==> src/dscp_pkg.sv <==
// Purpose: Shared constants and types for the dual-channel converter serial config port.
// Assumes: 16-bit registers addressed by a 4-bit register index.
// Notes:   Every register offset, field bit and reset value, and every SPI or boot count, lives here.
package dscp_pkg;

  // ----------------------------------------------------------------
  // Register map
  // ----------------------------------------------------------------
  localparam logic [3:0]  ADDR_CONFIG     = 4'h3;
  localparam logic [3:0]  ADDR_GAIN       = 4'h4;
  localparam logic [3:0]  ADDR_CODE_A     = 4'h8;
  localparam logic [3:0]  ADDR_CODE_B     = 4'h9;
  localparam logic [15:0] CFG_RESET       = 16'h0000;
  localparam logic [15:0] GAIN_RESET      = 16'h0000;
  localparam logic [15:0] CODE_ZERO       = 16'h0000;
  localparam logic [15:0] CODE_MID        = 16'h8000;
  localparam int          CFG_REF_OFF_BIT = 8;
  localparam int          GAIN_HALVE_BIT  = 8;
  localparam int          GAIN_A_BIT      = 0;
  localparam int          GAIN_B_BIT      = 1;
  // Full-resolution part keeps all bits; 14/12-bit parts would use 16'hFFFC or 16'hFFF0.
  localparam logic [15:0] CODE_KEEP_MASK  = 16'hFFFF;

  // ----------------------------------------------------------------
  // Serial framing
  // ----------------------------------------------------------------
  localparam logic [4:0] SPI_FRAME_BITS = 5'd24;
  localparam logic [4:0] SPI_CNT_MAX    = 5'd31;
  localparam int         SPI_READ_BIT   = 23;
  localparam int         SPI_ADDR_LSB   = 16;
  localparam logic [4:0] I2C_ADDR_HI    = 5'h09;
  localparam logic [1:0] BOOT_LAST      = 2'd3;

  // ----------------------------------------------------------------
  // Synchroniser lanes
  // ----------------------------------------------------------------
  localparam int SY_W     = 8;
  localparam int SY_SCLK  = 0;
  localparam int SY_SYNCN = 1;
  localparam int SY_SDIN  = 2;
  localparam int SY_SCL   = 3;
  localparam int SY_SDA   = 4;
  localparam int SY_STRAP = 5;
  localparam int SY_RSTLV = 6;
  localparam int SY_HEAD  = 7;

  typedef enum logic [5:0] {
    I2C_IDLE = 6'b000001,
    I2C_ADDR = 6'b000010,
    I2C_PTR  = 6'b000100,
    I2C_MSB  = 6'b001000,
    I2C_LSB  = 6'b010000,
    I2C_ACK  = 6'b100000
  } dscp_i2c_e;

  typedef struct packed {
    logic [1:0]  boot;
    logic        ready;
    logic        useI2c;
    logic [15:0] cfg;
    logic [15:0] gain;
    logic [15:0] codeA;
    logic [15:0] codeB;
    logic        outEn;
    logic [23:0] spiShift;
    logic [4:0]  spiCnt;
    dscp_i2c_e   i2cSt;
    dscp_i2c_e   i2cAfter;
    logic [7:0]  i2cShift;
    logic [2:0]  i2cCnt;
    logic        byteFull;
    logic [3:0]  i2cPtr;
    logic [7:0]  i2cHi;
    logic        sdaOe;
  } dscp_state_s;

endpackage : dscp_pkg

==> src/dscp_sync.sv <==
// Purpose: Two-flop synchroniser plus one history stage for edge finding.
// Assumes: Inputs are asynchronous to mclk.
// Notes:   Only the second stage and the history stage are visible outside.
`timescale 1ns/1ps
module dscp_sync #(
  parameter int W = 8
) (
  input  wire logic         mclk,    // System clock.
  input  wire logic         sys_rst, // Asynchronous reset, active high.
  input  wire logic         clkEn,   // Freezes all stages while low.
  input  wire logic [W-1:0] d,       // Raw pin levels.
  output logic      [W-1:0] q,       // Synchronised levels.
  output logic      [W-1:0] qPrev    // Synchronised levels one cycle earlier.
);

  logic [W-1:0] meta;

  always_ff @(posedge mclk or posedge sys_rst)
  begin
    if (sys_rst)
    begin
      meta  <= '0;
      q     <= '0;
      qPrev <= '0;
    end
    else if (clkEn)
    begin
      meta  <= d;
      q     <= meta;
      qPrev <= q;
    end
  end

endmodule : dscp_sync

==> src/dscp_top.sv <==
// Purpose: Serial register front end (SPI or I2C) of a dual-channel converter.
// Assumes: Serial clocks are far slower than mclk; every pin except addressSelectPin is synchronised first.
// Notes:   Write-only register access on both ports; reads are not answered.
//
// Notes on behaviour
// [RQ1] Strap low selects SPI, high selects I2C.
// [RQ2] Outputs start at known level after power-up.
// [RQ3] Codes reset to zero or mid-scale by pin.
// [RQ4] SPI is clock, data-in, select; no data-out.
// [RQ5] Address pin picks one of four I2C addresses.
// [RQ6] Host disables internal reference first if external.
// [RQ7] Outputs off on low headroom unless halving set.
// [RQ8] Host order: reference, divider, gain, codes.
// [RQ9] SPI mode 1: idle low, capture falling edge.
// [RQ10] One low select per exact 24-bit packet.
// [RQ11] Config 0x0100 at 0x03 disables internal reference.
// [RQ12] Gain 0x0103 at 0x04 halves reference, gain two.
// [RQ13] Channel A at 0x08, channel B at 0x09.
// [RQ14] Codes straight binary, left aligned, low bits ignored; the code keeps all 16 bits (CODE_KEEP_MASK is 16'hFFFF).
// [RQ15] Frame is command byte, data word, MSB first.
`timescale 1ns/1ps
module dscp_top
  import dscp_pkg::*;
(
  input  wire logic        mclk,                // System clock, 25 MHz.
  input  wire logic        sys_rst,             // Asynchronous reset, active high.
  input  wire logic        clkEn,               // Clock enable; state frozen while low.
  input  wire logic        interfaceSelectStrap, // Low for SPI, high for I2C.
  input  wire logic        resetLevelSelect,    // Low zero code, high mid-scale.
  input  wire logic [1:0]  addressSelectPin,    // Encoded I2C address choice.
  input  wire logic        refHeadroomLow,      // Reference lacks supply headroom.
  input  wire logic        spiSclk,             // SPI clock from host.
  input  wire logic        spiSyncN,            // SPI frame select, active low.
  input  wire logic        spiSdin,             // SPI data in.
  input  wire logic        scl,                 // I2C clock.
  input  wire logic        sdaIn,               // I2C data level.
  output logic             sdaOut,              // I2C data drive value (always low).
  output logic             sdaOe,               // I2C data drive enable, high drives.
  output logic [15:0]      chanACode,           // Channel A code.
  output logic [15:0]      chanBCode,           // Channel B code.
  output logic             internalRefOff,      // Internal reference disabled.
  output logic             refHalve,            // Reference halving bit.
  output logic             gainDoubleA,         // Channel A gain of two.
  output logic             gainDoubleB,         // Channel B gain of two.
  output logic             outputsEnabled,      // Channel outputs active.
  output logic             serialReady,         // Port accepting traffic.
  output logic             i2cSelected          // Latched interface mode.
);

  // ----------------------------------------------------------------
  // Pin synchronisation
  // ----------------------------------------------------------------
  logic [SY_W-1:0] pinRaw;
  logic [SY_W-1:0] sq;
  logic [SY_W-1:0] sp;

  assign pinRaw = {refHeadroomLow, resetLevelSelect, interfaceSelectStrap,
                   sdaIn, scl, spiSdin, spiSyncN, spiSclk};

  dscp_sync #(.W(SY_W)) uSync (
    .mclk    (mclk),
    .sys_rst (sys_rst),
    .clkEn   (clkEn),
    .d       (pinRaw),
    .q       (sq),
    .qPrev   (sp)
  );

  logic sclkFall;
  logic syncFall;
  logic syncRise;
  logic sclRise;
  logic sclFall;
  logic i2cStart;
  logic i2cStop;

  assign sclkFall = sp[SY_SCLK] & ~sq[SY_SCLK];
  assign syncFall = sp[SY_SYNCN] & ~sq[SY_SYNCN];
  assign syncRise = ~sp[SY_SYNCN] & sq[SY_SYNCN];
  assign sclRise  = ~sp[SY_SCL] & sq[SY_SCL];
  assign sclFall  = sp[SY_SCL] & ~sq[SY_SCL];
  assign i2cStart = sq[SY_SCL] & sp[SY_SCL] & sp[SY_SDA] & ~sq[SY_SDA];
  assign i2cStop  = sq[SY_SCL] & sp[SY_SCL] & ~sp[SY_SDA] & sq[SY_SDA];

  // ----------------------------------------------------------------
  // Register write decode
  // ----------------------------------------------------------------
  function automatic dscp_state_s writeReg(dscp_state_s s, logic [3:0] a, logic [15:0] d);
    dscp_state_s r;
    r = s;
    case (a)
      ADDR_CONFIG: r.cfg   = d;                     // [RQ11]
      ADDR_GAIN:   r.gain  = d;                     // [RQ12]
      ADDR_CODE_A: r.codeA = d & CODE_KEEP_MASK;    // [RQ13] [RQ14]
      ADDR_CODE_B: r.codeB = d & CODE_KEEP_MASK;    // [RQ13] [RQ14]
      default:     r = s;
    endcase
    return r;
  endfunction : writeReg

  // ----------------------------------------------------------------
  // State update
  // ----------------------------------------------------------------
  dscp_state_s st;
  dscp_state_s next_st;
  logic [6:0]  myAddr;

  assign myAddr = {I2C_ADDR_HI, addressSelectPin};  // [RQ5]

  always_comb
  begin
    next_st = st;
    if (clkEn)
    begin
      if (!st.ready)
      begin
        // Straps are caught only once the synchroniser has filled after reset.
        next_st.boot = st.boot + 2'd1;
        if (st.boot == BOOT_LAST)
        begin
          next_st.ready  = 1'b1;
          next_st.useI2c = sq[SY_STRAP];                       // [RQ1]
          next_st.codeA  = sq[SY_RSTLV] ? CODE_MID : CODE_ZERO; // [RQ2] [RQ3]
          next_st.codeB  = sq[SY_RSTLV] ? CODE_MID : CODE_ZERO; // [RQ2] [RQ3]
        end
      end
      else
      begin
        next_st.outEn = !(sq[SY_HEAD] && !st.gain[GAIN_HALVE_BIT]); // [RQ7]
        if (!st.useI2c)
        begin
          if (syncFall)
            next_st.spiCnt = 5'd0;
          else if (!sq[SY_SYNCN] && sclkFall)
          begin
            next_st.spiShift = {st.spiShift[22:0], sq[SY_SDIN]};    // [RQ9] [RQ15]
            if (st.spiCnt != SPI_CNT_MAX)
              next_st.spiCnt = st.spiCnt + 5'd1;
          end
          // Short or long frames are dropped whole rather than half applied.
          if (syncRise && st.spiCnt == SPI_FRAME_BITS && !st.spiShift[SPI_READ_BIT])
            next_st = writeReg(next_st, st.spiShift[SPI_ADDR_LSB+3:SPI_ADDR_LSB],
                               st.spiShift[15:0]);                 // [RQ10] [RQ15]
        end
        else if (i2cStart)
        begin
          next_st.i2cSt    = I2C_ADDR;
          next_st.i2cCnt   = 3'd0;
          next_st.byteFull = 1'b0;
          next_st.sdaOe    = 1'b0;
        end
        else if (i2cStop)
        begin
          next_st.i2cSt    = I2C_IDLE;
          next_st.byteFull = 1'b0;
          next_st.sdaOe    = 1'b0;
        end
        else if (sclRise && st.i2cSt != I2C_IDLE && st.i2cSt != I2C_ACK)
        begin
          next_st.i2cShift = {st.i2cShift[6:0], sq[SY_SDA]};
          next_st.i2cCnt   = st.i2cCnt + 3'd1;
          if (st.i2cCnt == 3'd7)
            next_st.byteFull = 1'b1;
        end
        else if (sclFall)
        begin
          if (st.i2cSt == I2C_ACK)
          begin
            next_st.sdaOe = 1'b0;
            next_st.i2cSt = st.i2cAfter;
          end
          else if (st.byteFull)
          begin
            next_st.byteFull = 1'b0;
            next_st.sdaOe    = 1'b1;
            next_st.i2cSt    = I2C_ACK;
            case (st.i2cSt)
              I2C_ADDR:
                if (st.i2cShift[7:1] == myAddr && !st.i2cShift[0]) // [RQ5]
                  next_st.i2cAfter = I2C_PTR;
                else
                begin
                  next_st.sdaOe = 1'b0;
                  next_st.i2cSt = I2C_IDLE;
                end
              I2C_PTR:
              begin
                next_st.i2cPtr   = st.i2cShift[3:0];
                next_st.i2cAfter = I2C_MSB;
              end
              I2C_MSB:
              begin
                next_st.i2cHi    = st.i2cShift;
                next_st.i2cAfter = I2C_LSB;
              end
              I2C_LSB:
              begin
                next_st          = writeReg(next_st, st.i2cPtr, {st.i2cHi, st.i2cShift});
                next_st.i2cAfter = I2C_MSB;
              end
              default:
              begin
                next_st.sdaOe = 1'b0;
                next_st.i2cSt = I2C_IDLE;
              end
            endcase
          end
        end
      end
    end
  end

  always_ff @(posedge mclk or posedge sys_rst)
  begin
    if (sys_rst)
    begin
      st          <= '0;
      st.cfg      <= CFG_RESET;
      st.gain     <= GAIN_RESET;
      st.codeA    <= CODE_ZERO;
      st.codeB    <= CODE_ZERO;
      st.i2cSt    <= I2C_IDLE;
      st.i2cAfter <= I2C_IDLE;
    end
    else
      st <= next_st;
  end

  // ----------------------------------------------------------------
  // Outputs
  // ----------------------------------------------------------------
  // The data line is open drain, so only the enable carries information.
  assign sdaOut         = 1'b0;
  assign sdaOe          = st.sdaOe;                           // [RQ4]
  assign chanACode      = st.codeA;
  assign chanBCode      = st.codeB;
  assign internalRefOff = st.cfg[CFG_REF_OFF_BIT];           // [RQ11]
  assign refHalve       = st.gain[GAIN_HALVE_BIT];           // [RQ12]
  assign gainDoubleA    = st.gain[GAIN_A_BIT];               // [RQ12]
  assign gainDoubleB    = st.gain[GAIN_B_BIT];               // [RQ12]
  assign outputsEnabled = st.outEn;
  assign serialReady    = st.ready;
  assign i2cSelected    = st.useI2c;

  // ----------------------------------------------------------------
  // Assertions
  // ----------------------------------------------------------------
  logic spiCommit;
  assign spiCommit = clkEn && st.ready && !st.useI2c && syncRise
                     && st.spiCnt == SPI_FRAME_BITS && !st.spiShift[SPI_READ_BIT];

  mode_latch_a: assert property (@(posedge mclk) disable iff (sys_rst) // [RQ1]
    $rose(st.ready) |-> st.useI2c == $past(sq[SY_STRAP]))
    else $error("interface mode not taken from strap");

  reset_code_a: assert property (@(posedge mclk) disable iff (sys_rst) // [RQ3]
    $rose(st.ready) |-> st.codeA == ($past(sq[SY_RSTLV]) ? CODE_MID : CODE_ZERO)
                        && st.codeB == st.codeA)
    else $error("reset code does not follow level select");

  spi_no_drive_a: assert property (@(posedge mclk) disable iff (sys_rst) // [RQ4]
    !st.useI2c |-> !sdaOe)
    else $error("data line driven in SPI mode");

  head_gate_a: assert property (@(posedge mclk) disable iff (sys_rst) // [RQ7]
    (clkEn && st.ready && sq[SY_HEAD] && !st.gain[GAIN_HALVE_BIT]) |=> !outputsEnabled)
    else $error("outputs enabled without headroom");

  mode1_shift_a: assert property (@(posedge mclk) disable iff (sys_rst) // [RQ9]
    (!st.useI2c && st.spiCnt != $past(st.spiCnt) && st.spiCnt != 5'd0)
      |-> $past(sclkFall) && !$past(sq[SY_SYNCN]))
    else $error("bit counted off the falling clock edge");

  short_frame_a: assert property (@(posedge mclk) disable iff (sys_rst) // [RQ10]
    (clkEn && st.ready && !st.useI2c && syncRise && st.spiCnt != SPI_FRAME_BITS)
      |=> $stable(st.codeA) && $stable(st.codeB) && $stable(st.cfg) && $stable(st.gain))
    else $error("register changed by a frame not 24 bits long");

  code_a_write_a: assert property (@(posedge mclk) disable iff (sys_rst) // [RQ13]
    (spiCommit && st.spiShift[19:16] == ADDR_CODE_A)
      |=> chanACode == $past(st.spiShift[15:0]))
    else $error("channel A code not written");

  ref_off_a: assert property (@(posedge mclk) disable iff (sys_rst) // [RQ11]
    (spiCommit && st.spiShift[19:0] == {ADDR_CONFIG, 16'h0100}) |=> internalRefOff)
    else $error("internal reference not disabled");

  gain_set_a: assert property (@(posedge mclk) disable iff (sys_rst) // [RQ12]
    (spiCommit && st.spiShift[19:0] == {ADDR_GAIN, 16'h0103})
      |=> refHalve && gainDoubleA && gainDoubleB)
    else $error("gain write did not take effect");

  i2c_ack_a: assert property (@(posedge mclk) disable iff (sys_rst) // [RQ5]
    (clkEn && st.useI2c && st.i2cSt == I2C_ADDR && st.byteFull && sclFall && !i2cStart
      && !i2cStop) |=> sdaOe == (st.i2cSt == I2C_ACK) && sdaOe == ($past(st.i2cShift) ==
      {myAddr, 1'b0}))
    else $error("address acknowledge wrong");

  spi_commit_c: cover property (@(posedge mclk) disable iff (sys_rst) spiCommit);
  i2c_write_c:  cover property (@(posedge mclk) disable iff (sys_rst)
    st.i2cSt == I2C_LSB && sclFall && st.byteFull);
  head_off_c:   cover property (@(posedge mclk) disable iff (sys_rst)
    st.ready && !outputsEnabled);

endmodule : dscp_top

==> config.mk <==
export PLATFORM = sky130hd
export DESIGN_NAME = dscp_top
export DESIGN_NICKNAME = d
export VERILOG_FILES = /design/src/dscp_pkg.sv /design/src/dscp_sync.sv /design/src/dscp_top.sv
export SDC_FILE = /design/constraint.sdc
export NUM_CORES = 1
export LEC_CHECK = 0
export BUFFER_PORTS_ARGS = -buffer_cell sky130_fd_sc_hd__clkbuf_2
export CAP_MARGIN = 25
export CELL_PAD_IN_SITES_DETAIL_PLACEMENT = 1
export CELL_PAD_IN_SITES_GLOBAL_PLACEMENT = 2
export CORE_UTILIZATION = 36
export CTS_CLUSTER_SIZE = 14
export DETAILED_ROUTE_END_ITERATION = 10
export PLACE_DENSITY = 0.87
export SYNTH_ARGS = -nofsm -noshare
export SYNTH_HDL_FRONTEND = slang
export SYNTH_SLANG_ARGS = --single-unit
==> constraint.sdc <==
create_clock -name mclk -period 3.6 [get_ports mclk]
set_input_delay 0.18 -clock mclk [delete_from_list [all_inputs] [get_ports mclk]]
set_output_delay 0.18 -clock mclk [all_outputs]
set_load 0.005 [all_outputs]
**Word level (Yosys, flattened, before mapping)**

Index checks and enable logic that the tools add are counted.

- Flip-flop bits (word level): 142
- Bits of input ports: 13
- Output and inout port bits: 41
- Word-level logic and storage cells: 208

- Add/subtract/negate cells: 3
- Equal/unequal tests: 60
- Multiplexer cells: 71
- Bitwise operators: 20
- Reductions and logical operators: 33

Operators by type and width:

| operator | count |
|---|---|
| 135-bit two-way mux | 13 |
| 67-bit two-way mux | 10 |
| 98-bit two-way mux | 3 |
| 16-bit two-way mux | 9 |
| 131-bit two-way mux | 1 |
| 110-bit two-way mux | 1 |
| 94-bit two-way mux | 1 |
| 32-bit two-way mux | 2 |
| 12-bit two-way mux | 4 |
| 12-bit AND reduction | 4 |
| 6-bit one-hot mux with 3 select lines | 2 |
| 11-bit AND reduction | 3 |
| 30-bit two-way mux | 1 |
| 6-bit two-way mux | 5 |
| 6-bit AND reduction | 5 |
| 29-bit two-way mux | 1 |
| 4-bit by 3-bit != test with 1-bit output, second input constant | 7 |
| 3-bit != test, second input constant | 9 |
| 24-bit two-way mux | 1 |
| 2-bit != test, second input constant | 9 |
| 3-bit by 2-bit != test with 1-bit output, second input constant | 6 |
| 17-bit two-way mux | 1 |
| 4-bit equality test, second input constant | 4 |
| 4-bit != test, second input constant | 4 |
| 36 further kinds | 81 |

**Depth between registers and ports, before layout**

Gate-level depths: netlist (run 1).

- Depth in word-level cells: 32
- Gate-level depth with buffers: 8
- Mapped depth without buffers: 8

**By module**

Synthesis (run 1) repeated with hierarchy kept, for this count alone.

- Cell total of the unflattened synthesis: 547
- Area, all modules: 6307.3 um^2

Modules (own cells, without submodules):

| module | instances | cells an instance | area an instance (um^2) | seq. area each (um^2) |
|---|---|---|---|---|
| dscp_top | 1 | 495 | 5306.3 | 2630.0 |
| dscp_sync | 1 | 52 | 1001.0 | 600.6 |

**Least setup slack after synthesis (run 1)**

No wires, ideal clock.

- Kind: flip-flop to flip-flop
- From: reg st[37] in the netlist's numbering
- To: reg st[40] in the netlist's numbering
- Library setup time: 77 ps
- Arrival time: 2168 ps
- Required time: 3523 ps
- Slack: 1354 ps
- Cell stages (with the launch flop): 9
- Buffers on the path: 0
- Period minus slack after synthesis: 2246 ps
- Cell sequence: dfrtp_1 -> ha_1 -> and3_1 -> ha_1 -> or4b_1 -> a211oi_2 -> nand4_1 -> xor2_1 -> a21oi_1

- Cells in the longest elaborated chain, start to end: 6
- Elaborated cells on any way between the ends: 7
- Those cells by class: add/sub (1); eq/ne (1); mux (5)

RTL lines:

| element | RTL line | RTL |
|---|---|---|
| start: declaration | dscp_top.sv:104 | `dscp_state_s st;` |
| start signal: assignment | dscp_top.sv:226 | `st <= next_st;` |
| 5-bit by 1-bit adder with 5-bit output / 5-bit != test (equally long branches) | dscp_top.sv:138, dscp_top.sv:137 |  |
| 5-bit two-way mux * | dscp_top.sv:137 | `if (st.spiCnt != SPI_CNT_MAX)` |
| 29-bit two-way mux * | dscp_top.sv:134 | `else if (!sq[SY_SYNCN] && sclkFall)` |
| 5-bit two-way mux * | dscp_top.sv:132 | `if (syncFall)` |
| 131-bit two-way mux * | dscp_top.sv:141 | `if (syncRise && st.spiCnt == SPI_FRAME_BITS && !st.spiShift[SPI_READ_BIT])` |
| 135-bit two-way mux * | dscp_top.sv:130 | `if (!st.useI2c)` |

Mark *: on every way between the ends. The rest lies on a longest branch, timed or not. The select of a mux whose other input is x is not followed.
A chain may end at the register's enable or synchronous reset.

**Worst setup path in the final report (run 1)**

- From: reg st (netlist bit i2cSelected)
- To: reg st (netlist bit refHalve)

- Cells in the longest elaborated chain, start to end: 2
- Elaborated cells on any way between the ends: 12
- Those cells by class: eq/ne (8); mux (1); reduce/logical (3)

RTL lines:

| element |
|---|
| 4-bit by 3-bit != test with 1-bit output (no source line) (tied with other cells) |
| 12-bit AND reduction (no source line) |

Several ways; a longest one is shown, not always the timed one. The select of a mux whose other input is x is not followed.

==> results of run 1 <==
[cells by family after synthesis]
logic type,count (synthesis),synth area share [%]
fa+ha+maj,6,1.246
xor+xnor,8,1.163
flops,125,51.97
simple gates,167,15.00
buf+inv,72,7.416
compound gates,94,9.472
other cells,1,0.06226
mux,67,13.67
[state kept, by name (all words and copies together) (netlist names)]
name            cells
gainDoubleB         1
gainDoubleA         1
uSync.q             8
i2cSelected         1
serialReady         1
internalRefOff      1
st                 65
chanBCode          16
uSync.qPrev         4
chanACode          16
sdaOe               1
outputsEnabled      1
uSync.meta          8
refHalve            1
[per-stage QoR]
stage / total power, mW / hold slack (ns) / setup WS, ns / instances / area [um^2]
floorplan: 2.220 / 0.3316 / 0.09573 / 540 / 6023
global placement: 2.334 / 0.3571 / 1.060 / 760 / 6230
detailed placement: 2.384 / 0.3706 / 0.8950 / 760 / 6230
CTS: 4.268 / 0.007046 / 0.8788 / 800 / 6950
global route: 4.463 / 0.005015 / 0.9034 / 802 / 7005
finish: 4.257 / 0.01054 / 1.109 / 802 / 7005
[final timing paths]
| kind | end | cells after the start | from |
|---|---|---|---|
| worst max-delay path | refHalve | 6 | i2cSelected |
| worst min-delay path | uSync.meta[4] | 2 | sdaIn |
| min in group asynchronous | st[16] | 3 | sys_rst |
| worst min register to register | uSync.q[1] | 2 | uSync.meta[1] |
| worst max register to register | refHalve | 6 | i2cSelected |
| max in group asynchronous | st[25] | 4 | sys_rst |
[cells in the mapped netlist, types with 12 or more instances]
library cell and n:
or2b_1 13, nor2_1 12, dfrtp_1 123, a21boi_0 12
buf_4 34, inv_1 16, clkbuf_1 17, mux2_4 20
nand2_1 77, nand2b_1 16, o21ai_0 57, mux2_2 42
[power groups by stage]
| stage | Clock (mW) | Combinational (mW) | Sequential [mW] |
|---|---|---|---|
| finish | 1.85 | 0.685 | 1.72 |
| global route | 1.95 | 0.767 | 1.74 |
| CTS | 1.89 | 0.633 | 1.75 |
| detailed placement | 0 | 0.614 | 1.77 |
| global placement | 0 | 0.579 | 1.76 |
| floorplan | 0 | 0.543 | 1.68 |
[cell type report]
class | count | area, um^2
Clock inverter | 13 | 187.7
Tap cell | 216 | 270.3
Multi-Input combinational cell | 343 | 2446
Inverter | 16 | 62.56
Fill cell | 1796 | 9110
Timing Repair Buffer | 70 | 455.4
Sequential cell | 125 | 3131
Clock buffer | 19 | 452.9
[cells in the final DEF, fill, tap and decap left out, drive strengths merged, types with 6 or more instances in the layout]
cell         netlist  routed
dfrtp            123     123
inv               16      18
clkbuf            18      71
nand2             77      77
nor2              12      12
nand3             11      11
mux2              62      62
ha                 6       6
a21boi            12      12
buf               38      10
o21ai             57      57
nand2b            16      16
dlygate4sd3        0       8
or2b              13      13
[per-layer routing]
metal,part of all wire (%),track usage [%],up-vias
li1,-,-,1892
met1,45,21.86,2068
met2,50,31.03,65
met4,2.5,8.398,0
met3,2.6,4.051,30
met5,0,0,-
[worst max-delay path, delay by kind of cell (launching register included)]
family / cells / cell delay [ns]
compound gates: 2 / 0.79
flops: 1 / 0.57
buf+inv: 1 / 0.26
simple gates: 2 / 0.40
mux: 1 / 0.35
[repair_timing]
item,CTS,global route
hold buffers,8,0
resized for setup,0,0
hold endpoints to repair,65,0
setup endpoints to repair,0,0
==> impl_results.md, run 1 <==
- Clock Path Buffers: 2
- Critical Path Max Stage Delay: 0.57 ns
- Flop2flop setup slack: 1.11 ns
- Leading area contributor after synthesis: dfrtp_1
- Yosys warns: 0
- Rows: 46
- Syn nets: 559
- Clock latency on the worst-skew pair: 0.42 ns
- Vias in the first global route: 4588
- # port buffers: 52
- Detailed-route via count: 4055
- Pint: 3.063 mW
- Clock share of power: 43.4%
- Hpwl dp: 9718 um
- Worst setup SP type: flop
- Num ports: 54
- Die Ht: 131.4 um
- Drc violations: 0
- Switching part of the total: 28.05%
- P&R area growth vs syn: 16.31%
- GRT Residual Overflow: 0
- #FFs+latches synth: 125
- Register area share after synthesis: 51.97%
- Num CTS Buffers: 17
- Final cycle utilization of the critical path: 69.20%
- Main synth FF type: dfrtp_1
- Die X: 131.4 um
- Routed vias/inst: 5.056
- Data arrival, critical path: 2.80 ns
- Die ar.: 0.01725 mm^2
- H-tree depth: 4
- Worst path required time: 3.91 ns
- Final nets: 592
- Largest cells by area after synthesis: dfrtp_1 51%, mux2_2 7.9%, mux2_4 5.0%
- Core box area: 0.01612 mm^2
- Power share of the combinational group: 16.1%
- Crit path time final: 2.491 ns
- CP Class: reg -> reg
- CTS tree: done
- WL per Instance: 17.89 um
- # clock sinks: 125
- Mean Syn Cell Area: 11.15 um^2
- First-pass GRT wire length: 24390 um
- Drt pass-1 iters: 4
- Postcts setup bufs: 0
- Largest net degree at the start of global routing: 61
- Hold crit path type: in -> reg
- Async S/R FF share, synth: 100.0%
- Synth cell types: 53
- Drt total wl: 14350 um
- Register share of total power: 40.5%
- Antenna violations before repair: 0
- Setup crit end kind: flop
- Cell Pwr Density: 607.7 mW/mm^2
- Final setup fails: 0
- Post-synth top area share: 51.10%
- Post-Route Utilization: 43.47%
- Pleak: 3.251 nW
- Number of synthesized flops with an enable pin: 0
- Global-route usage over all layers: 18.20%
- Slew headroom: 47.98%
- Synthesized area: 0.006023 mm^2
- Setup Skew: 0.006663 ns
- Setup TNS: 0 ns
- RSZ-0062 raised after global routing: no
- Iter 0 DRT Violations: 191
- Post-Synthesis Cells: 540
- Slew Limit Fails: 0
- Max-Cap Viols: 0
- Antenna cells: 0
- Peak Freq: 401.4 MHz
- Final ANT Viol Nets: 0
- Sw Pwr: 1.194 mW
- Final hold viol count: 0
- Root Driver: clkbuf_16
- Outcome: finished, final reports clean
- Sequence of cells on the critical path: buf_16, nor4bb_1, nand2_1, a221oi_1, o221a_2, mux2_2
- Layout cell share with drive strength beyond 1: 28.84%
- Max VDD drop: 0.3727 mV
- Worst Tran Pin Value: 0.7803 ns
- Worst-path fanout max: 23
- RD Place Congestion: 0.8728
- CTS clk-pin slew, worst paths: 0.06 ns
- Initial Util: 37.38%
- Slowest cell on the critical path: dfrtp_1
(Power assumes the default switching activity.)
==> run 2: changes to the inputs <==
--- a/config.mk
+++ b/config.mk
@@ -5,6 +5,7 @@
 export SDC_FILE = /design/constraint.sdc
 export NUM_CORES = 1
 export LEC_CHECK = 0
+export ABC_AREA = 1
 export BUFFER_PORTS_ARGS = -buffer_cell sky130_fd_sc_hd__clkbuf_2
 export CAP_MARGIN = 25
 export CELL_PAD_IN_SITES_DETAIL_PLACEMENT = 1
@@ -12,7 +13,7 @@
 export CORE_UTILIZATION = 36
 export CTS_CLUSTER_SIZE = 14
 export DETAILED_ROUTE_END_ITERATION = 10
-export PLACE_DENSITY = 0.87
+export PLACE_DENSITY = 0.91
 export SYNTH_ARGS = -nofsm -noshare
 export SYNTH_HDL_FRONTEND = slang
 export SYNTH_SLANG_ARGS = --single-unit
==> constraint.sdc (replaced) <==
create_clock -name mclk -period 2.3 [get_ports mclk]
set_input_delay 0.115 -clock mclk [delete_from_list [all_inputs] [get_ports mclk]]
set_output_delay 0.115 -clock mclk [all_outputs]
set_load 0.005 [all_outputs]
==> run 2 against run 1 <==
  * Non-clock buffer count is 5 higher
  * Design area is 0.79% higher
  * Utilization is 0.89 points lower
  * Sequential share of layout area is 0.35 points lower
  * Clock skew is 0.0017 ns higher
  * Hold slack better by 0.34 ns
  * Combinational power is 6.6% lower
  * Fmax is 20% higher
==> impl_results.md, run 2 <==
- Setup Skew: 0.008372 ns
- Peak Freq: 482.1 MHz
- Main synth FF type: dfrtp_1
- Synth cell types: 34
- Pleak: 3.686 nW
- Data arrival, critical path: 2.38 ns
- Synthesized area: 0.006098 mm^2
- CP Class: reg -> reg
- Final ANT Viol Nets: 0
- Leading area contributor after synthesis: dfrtp_1
- Most instantiated library cell after synthesis: nand2_1
- Final setup fails: 0
- Drt pass-1 iters: 4
- CTS clk-pin slew, worst paths: 0.05 ns
- GR Util met3: 4.344%
- Post-synth top area share: 50.47%
- Antenna violations before repair: 0
- GRT Residual Overflow: 0
- Clock Path Buffers: 2
- M2 GR Usage: 32.54%
- Vias in the first global route: 5405
- Die X: 132.2 um
- Largest cells by area after synthesis: dfrtp_1 50%, nand2_1 15%, nand3_1 5.5%
- Iter 0 DRT Violations: 249
- Postcts setup bufs: 0
- First-pass GRT wire length: 26880 um
- Drc violations: 0
- Register area share after synthesis: 51.33%
- Crit path time final: 2.074 ns
- RD Place Congestion: 0.7953
- Rows: 47
- Clock latency on the worst-skew pair: 0.42 ns
- Final hold viol count: 0
- H-tree depth: 4
- Synth cell count leaders: 240 x nand2_1, 123 x dfrtp_1, 67 x nand3_1
- Worst Setup SP: st[37]
- Worst path required time: 2.60 ns
- Max reg flops: 65
- Global-route usage over all layers: 19.58%
- Commonest non-fill, non-tap cells in the layout: 240 x nand2_1, 123 x dfrtp_1, 67 x nand3_1, 53 x inv_1
- Post-Synthesis Cells: 748
- Post-Layout Cell Count: 1011
- Hpwl dp: 11150 um
- Largest net degree at the start of global routing: 41
- Hold Crit Start: addressSelectPin[1]
- Max-Cap Viols: 0
- Worst Tran Pin Value: 0.7410 ns
- Busiest grt layer: met2
- Num ports: 54
- Async S/R FF share, synth: 100.0%
- WL per Instance: 15.37 um
- Setup TNS: 0 ns
- Num CTS Buffers: 17
- Worst setup SP type: flop
- # port buffers: 52
- Layout cell share with drive strength beyond 1: 16.06%
- Worst-path fanout max: 16
- CTS tree: done
- Slew headroom: 50.50%
- Number of synthesized flops with an enable pin: 0
- Core box area: 0.01658 mm^2
- Drt total wl: 15540 um
- # clock sinks: 125
- Max VDD drop: 0.5203 mV
- P&R area growth vs syn: 15.78%
- Placed insts: 973
- Antenna cells: 0
- Worst r2r src: st[37]
- #FFs+latches synth: 125
- Met1 GRT Util: 25.11%
- Outcome: finished, final reports clean
- Cell Pwr Density: 821.4 mW/mm^2
- Final cycle utilization of the critical path: 90.18%
- Final nets: 801
- Slew Limit Fails: 0
- Initial Util: 36.77%
- Die ar.: 0.01746 mm^2
- Routed vias/inst: 4.995
- Syn nets: 767
- Hold crit path type: in -> reg
- Yosys warns: 0
- Commonest non-fill, non-tap cell in the layout: nand2_1
- Detailed-route via count: 5050
- Biggest register: st
- Mean Syn Cell Area: 8.153 um^2
- Die Ht: 132.2 um
- RSZ-0062 raised after global routing: no
- Root Driver: clkbuf_16
- Setup crit end kind: flop
-- run 2: changes by cell type in the layout (fill, tap and decap cells not counted), moves of 20 or more --
cell     before  now
nor2_1       12   52
nand2_1      77  240
inv_1        15   53
mux2_4       20    0
mux2_2       42    8
nand3_1      11   67
-- run 2: what timing repair did --
| action | in CTS | in global routing |
|---|---|---|
| hold endpoints to repair | 31 | 0 |
| resized for setup | 0 | 0 |
| hold buffers | 10 | 0 |
-- run 2: per-layer routing --
metal	routed length, um	part of all wire [%]
met1	7270	47
met3	512	3.3
met5	0	0
met2	7498	48
met4	262	1.7
-- run 2: metrics by stage --
stage	utilization [%]	hold slack (ns)	total power, mW	cell area, um^2	worst slack [ns]
6_report	42.58	0.3477	5.800	7061	0.2258
5_1_grt	42.58	0.4442	6.082	7061	0.02530
4_1_cts	42.58	0.3244	5.873	7061	0.1799
3_5_place_dp	38.47	0.2725	3.193	6380	0.2204
3_3_place_gp	38.47	0.2602	3.140	6380	0.3258
2_1_floorplan	-	0.2360	2.980	6102	0.6473
-- run 2: final timing paths --
check                                to  slack, ns  cells past startpoint
max                        chanBCode[7]       0.23                      9
min                               sdaOe       0.35                      8
max reg2reg                chanBCode[7]       0.23                      9
min reg2reg                chanACode[6]       0.47                      2
max in group asynchronous        st[46]       1.26                      4
min in group asynchronous         st[7]       0.36                      3
-- run 2: critical path: stages, from the launching register on --
cell and delay [ns]:
dfrtp_1 0.40, inv_1 0.11, ha_1 0.15, nand2_1 0.06
nor2_1 0.08, nand3_1 0.15, a21oi_2 0.32, nand3_2 0.39
nand2_1 0.19, nand2_1 0.09
-- run 2: kinds of logic (layout without fill, tap and decap cells) --
family | after synthesis | after routing | synth area share [%]
and+or+nand+nor | 398 | 398 | 28.05
DFF | 125 | 125 | 51.33
buffers and inverters | 119 | 162 | 9.868
AOI/OAI and AO/OA | 90 | 90 | 7.838
muxes | 8 | 8 | 1.477
adders and majority gates | 6 | 6 | 1.231
other | 1 | 1 | 0.06149
xor gates and xnor gates | 1 | 1 | 0.1436
-- run 2: where the power goes --
group | total, mW | switching, mW | internal [mW]
registers | 2.52 | 0.133 | 2.38
logic | 0.640 | 0.426 | 0.213
clock network | 2.64 | 0.934 | 1.71
-- run 2: final cells by class --
cell class                      count  area [um^2]
Fill cell                        2016         9523
Sequential cell                   125         3131
Multi-Input combinational cell    504         2366
Clock buffer                       22        494.2
Timing Repair Buffer               75        483.0
Tap cell                          220        275.3
Inverter                           59        225.2
Clock inverter                      6        86.33
==> run 3: changes to the inputs <==
--- a/config.mk
+++ b/config.mk
@@ -7,13 +7,13 @@
 export LEC_CHECK = 0
 export ABC_AREA = 1
 export BUFFER_PORTS_ARGS = -buffer_cell sky130_fd_sc_hd__clkbuf_2
-export CAP_MARGIN = 25
+export CAP_MARGIN = 20
 export CELL_PAD_IN_SITES_DETAIL_PLACEMENT = 1
 export CELL_PAD_IN_SITES_GLOBAL_PLACEMENT = 2
-export CORE_UTILIZATION = 36
+export CORE_UTILIZATION = 30
 export CTS_CLUSTER_SIZE = 14
 export DETAILED_ROUTE_END_ITERATION = 10
-export PLACE_DENSITY = 0.91
+export PLACE_DENSITY = 0.79
 export SYNTH_ARGS = -nofsm -noshare
 export SYNTH_HDL_FRONTEND = slang
 export SYNTH_SLANG_ARGS = --single-unit
==> run 3 against run 2 <==
  * Design area rose by 1.3%
  * Count of clock-buffer cells in the layout fell by 1
  * Sequential power barely moved
  * Die area rose by 20%
  * Global-route usage fell by 2.7 points
  * Fmax fell by 0.31%
  * Register-to-register slack barely moved
  * Final cell count rose by 5.3%
  * Sequential share of layout area fell by 0.56 points
  * Non-clock buffer count rose by 6
  * Worst setup slack got worse by 0.0064 ns
  * Largest cell class unchanged
  * Largest power group unchanged
==> impl_results.md, run 3 (synthesis results as in run 2) <==
- Num ports: 54
- WL per Instance: 14.67 um
- Root Driver: clkbuf_16
- Post-Layout Cell Count: 1065
- Worst Setup SP: serialReady
- Rows: 51
- CP Class: reg -> reg
- R2r worst-path depth: 9
- Commonest non-fill, non-tap cell in the layout: nand2_1
- Clock share of power: 44.9%
- Drt total wl: 15630 um
- Pleak: 3.704 nW
- Antenna violations before repair: 0
- Detailed-route via count: 4942
- RD Place Congestion: 0.7867
- Die X: 144.6 um
- Worst Tran Pin Value: 0.7164 ns
- Setup Skew: 0.009758 ns
- Worst r2r dst: chanBCode[0]
- Register share of total power: 43.9%
- Hold crit path type: in -> reg
- Max-Cap Viols: 0
- Setup slack after layout: 0.2194 ns
- Commonest non-fill, non-tap cells in the layout: 240 x nand2_1, 123 x dfrtp_1, 67 x nand3_1, 53 x inv_1
- Crit path capture: chanBCode[0]
- Drt pass-1 iters: 4
- Clock Path Buffers: 2
- Cell Pwr Density: 799.3 mW/mm^2
- Final nets: 807
- GRT Residual Overflow: 0
- Slew headroom: 52.14%
- H-tree depth: 4
- Power share of the combinational group: 11.2%
- Switching part of the total: 27.27%
- Routed vias/inst: 4.640
- CTS clk-pin slew, worst paths: 0.06 ns
- Flop2flop setup slack: 0.22 ns
- Worst-path fanout max: 17
- Die ar.: 0.02090 mm^2
- Num CTS Buffers: 17
- Data arrival, critical path: 2.39 ns
- Pint: 4.157 mW
- Final ANT Viol Nets: 0
- Dpl cell area: 0.006489 mm^2
- # port buffers: 52
- Hpwl dp: 11040 um
- Post-Route Utilization: 36.27%
- Iter 0 DRT Violations: 160
- Post-CTS sizing: 0
- Max VDD drop: 0.4900 mV
- Antenna cells: 0
- Max reg flops: 65
- RSZ-0062 raised after global routing: no
- Final setup fails: 0
- Clock latency on the worst-skew pair: 0.42 ns
- Final Cell Area: 0.007151 mm^2
- CTS tree: done
- Core box area: 0.01972 mm^2
- Drc violations: 0
- Crit path time final: 2.081 ns
- P&R area growth vs syn: 17.25%
- Peak Freq: 480.6 MHz
- Worst r2r src: serialReady
- Worst setup SP type: flop
- Postcts setup bufs: 0
- First-pass GRT wire length: 26900 um
- Pre-CTS setup slack: 0.2102 ns
- Die Ht: 144.6 um
- Biggest register: st
- Final cycle utilization of the critical path: 90.46%
- Setup crit end kind: flop
- Layout cell share with drive strength beyond 1: 16.88%
- Overall Power: 5.715 mW
- Global-route usage over all layers: 16.83%
- Sw Pwr: 1.559 mW
- Vias in the first global route: 5195
- Final hold viol count: 0
- # clock sinks: 125
- Largest net degree at the start of global routing: 51
- Placed insts: 1024
- Initial Util: 30.93%
- Slew Limit Fails: 0
- Worst path required time: 2.61 ns
- Outcome: finished, final reports clean
-- run 3: cell type report --
cell class                 count  area, um^2
inverter                      59       225.2
clock inverter                10       91.34
sequential                   125        3131
clock buffer                  21       470.5
fill                        2386       12570
multi-input combinational    504        2366
timing repair buffer          81       535.5
tap                          265       331.6
-- run 3: metal layers --
layer / global-route usage (%) / routed length, um / share of wire [%]
met1: 22.95 / 7909 / 51
met5: 0 / 0 / 0
met2: 26.37 / 7133 / 46
met4: 4.820 / 148 / 0.95
met3: 4.073 / 436 / 2.8
-- run 3: power by group through the flow --
stage	registers (mW)	logic (mW)	clock network, mW
after floorplan	2.51	0.471	0
after global placement	2.54	0.628	0
after detailed placement	2.55	0.641	0
after CTS	2.51	0.659	2.63
after global routing	2.54	0.766	2.73
final	2.51	0.642	2.56
-- run 3: critical path: stages, from the launching register on --
cell and delay [ns]:
dfrtp_1 0.47, nand2_4 0.16, nor2_4 0.08, buf_4 0.16, nand2_1 0.06, nand2_1 0.05, inv_2 0.28, nand3_2 0.44
nand2_1 0.18, nand2_1 0.07
-- run 3: how the worst min path moves through the flow --
| stage | start | cells past startpoint | slack (ns) | to |
|---|---|---|---|---|
| floorplan | spiSdin | 2 | 0.24 | uSync.meta[2] |
| detailed placement | sys_rst | 2 | 0.26 | chanACode[15] |
| global route | sys_rst | 3 | 0.39 | chanACode[15] |
| global placement | sys_rst | 2 | 0.25 | chanACode[15] |
| finish | addressSelectPin[1] | 8 | 0.33 | st[36] |
| CTS | addressSelectPin[1] | 8 | 0.32 | st[36] |
-- run 3: repair_timing --
action | 4_1_cts | 5_1_grt
setup endpoints to repair | 0 | 0
endpoints found under the hold margin | 34 | 0
hold buffers | 10 | 0
-- run 3: metrics by stage --
| stage | TNS, ns | hold WS, ns |
|---|---|---|
| floorplan | 0 | 0.2360 |
| global placement | -1.149 | 0.2539 |
| detailed placement | 0 | 0.2622 |
| CTS | 0 | 0.3238 |
| global route | 0 | 0.3939 |
| finish | 0 | 0.3258 |
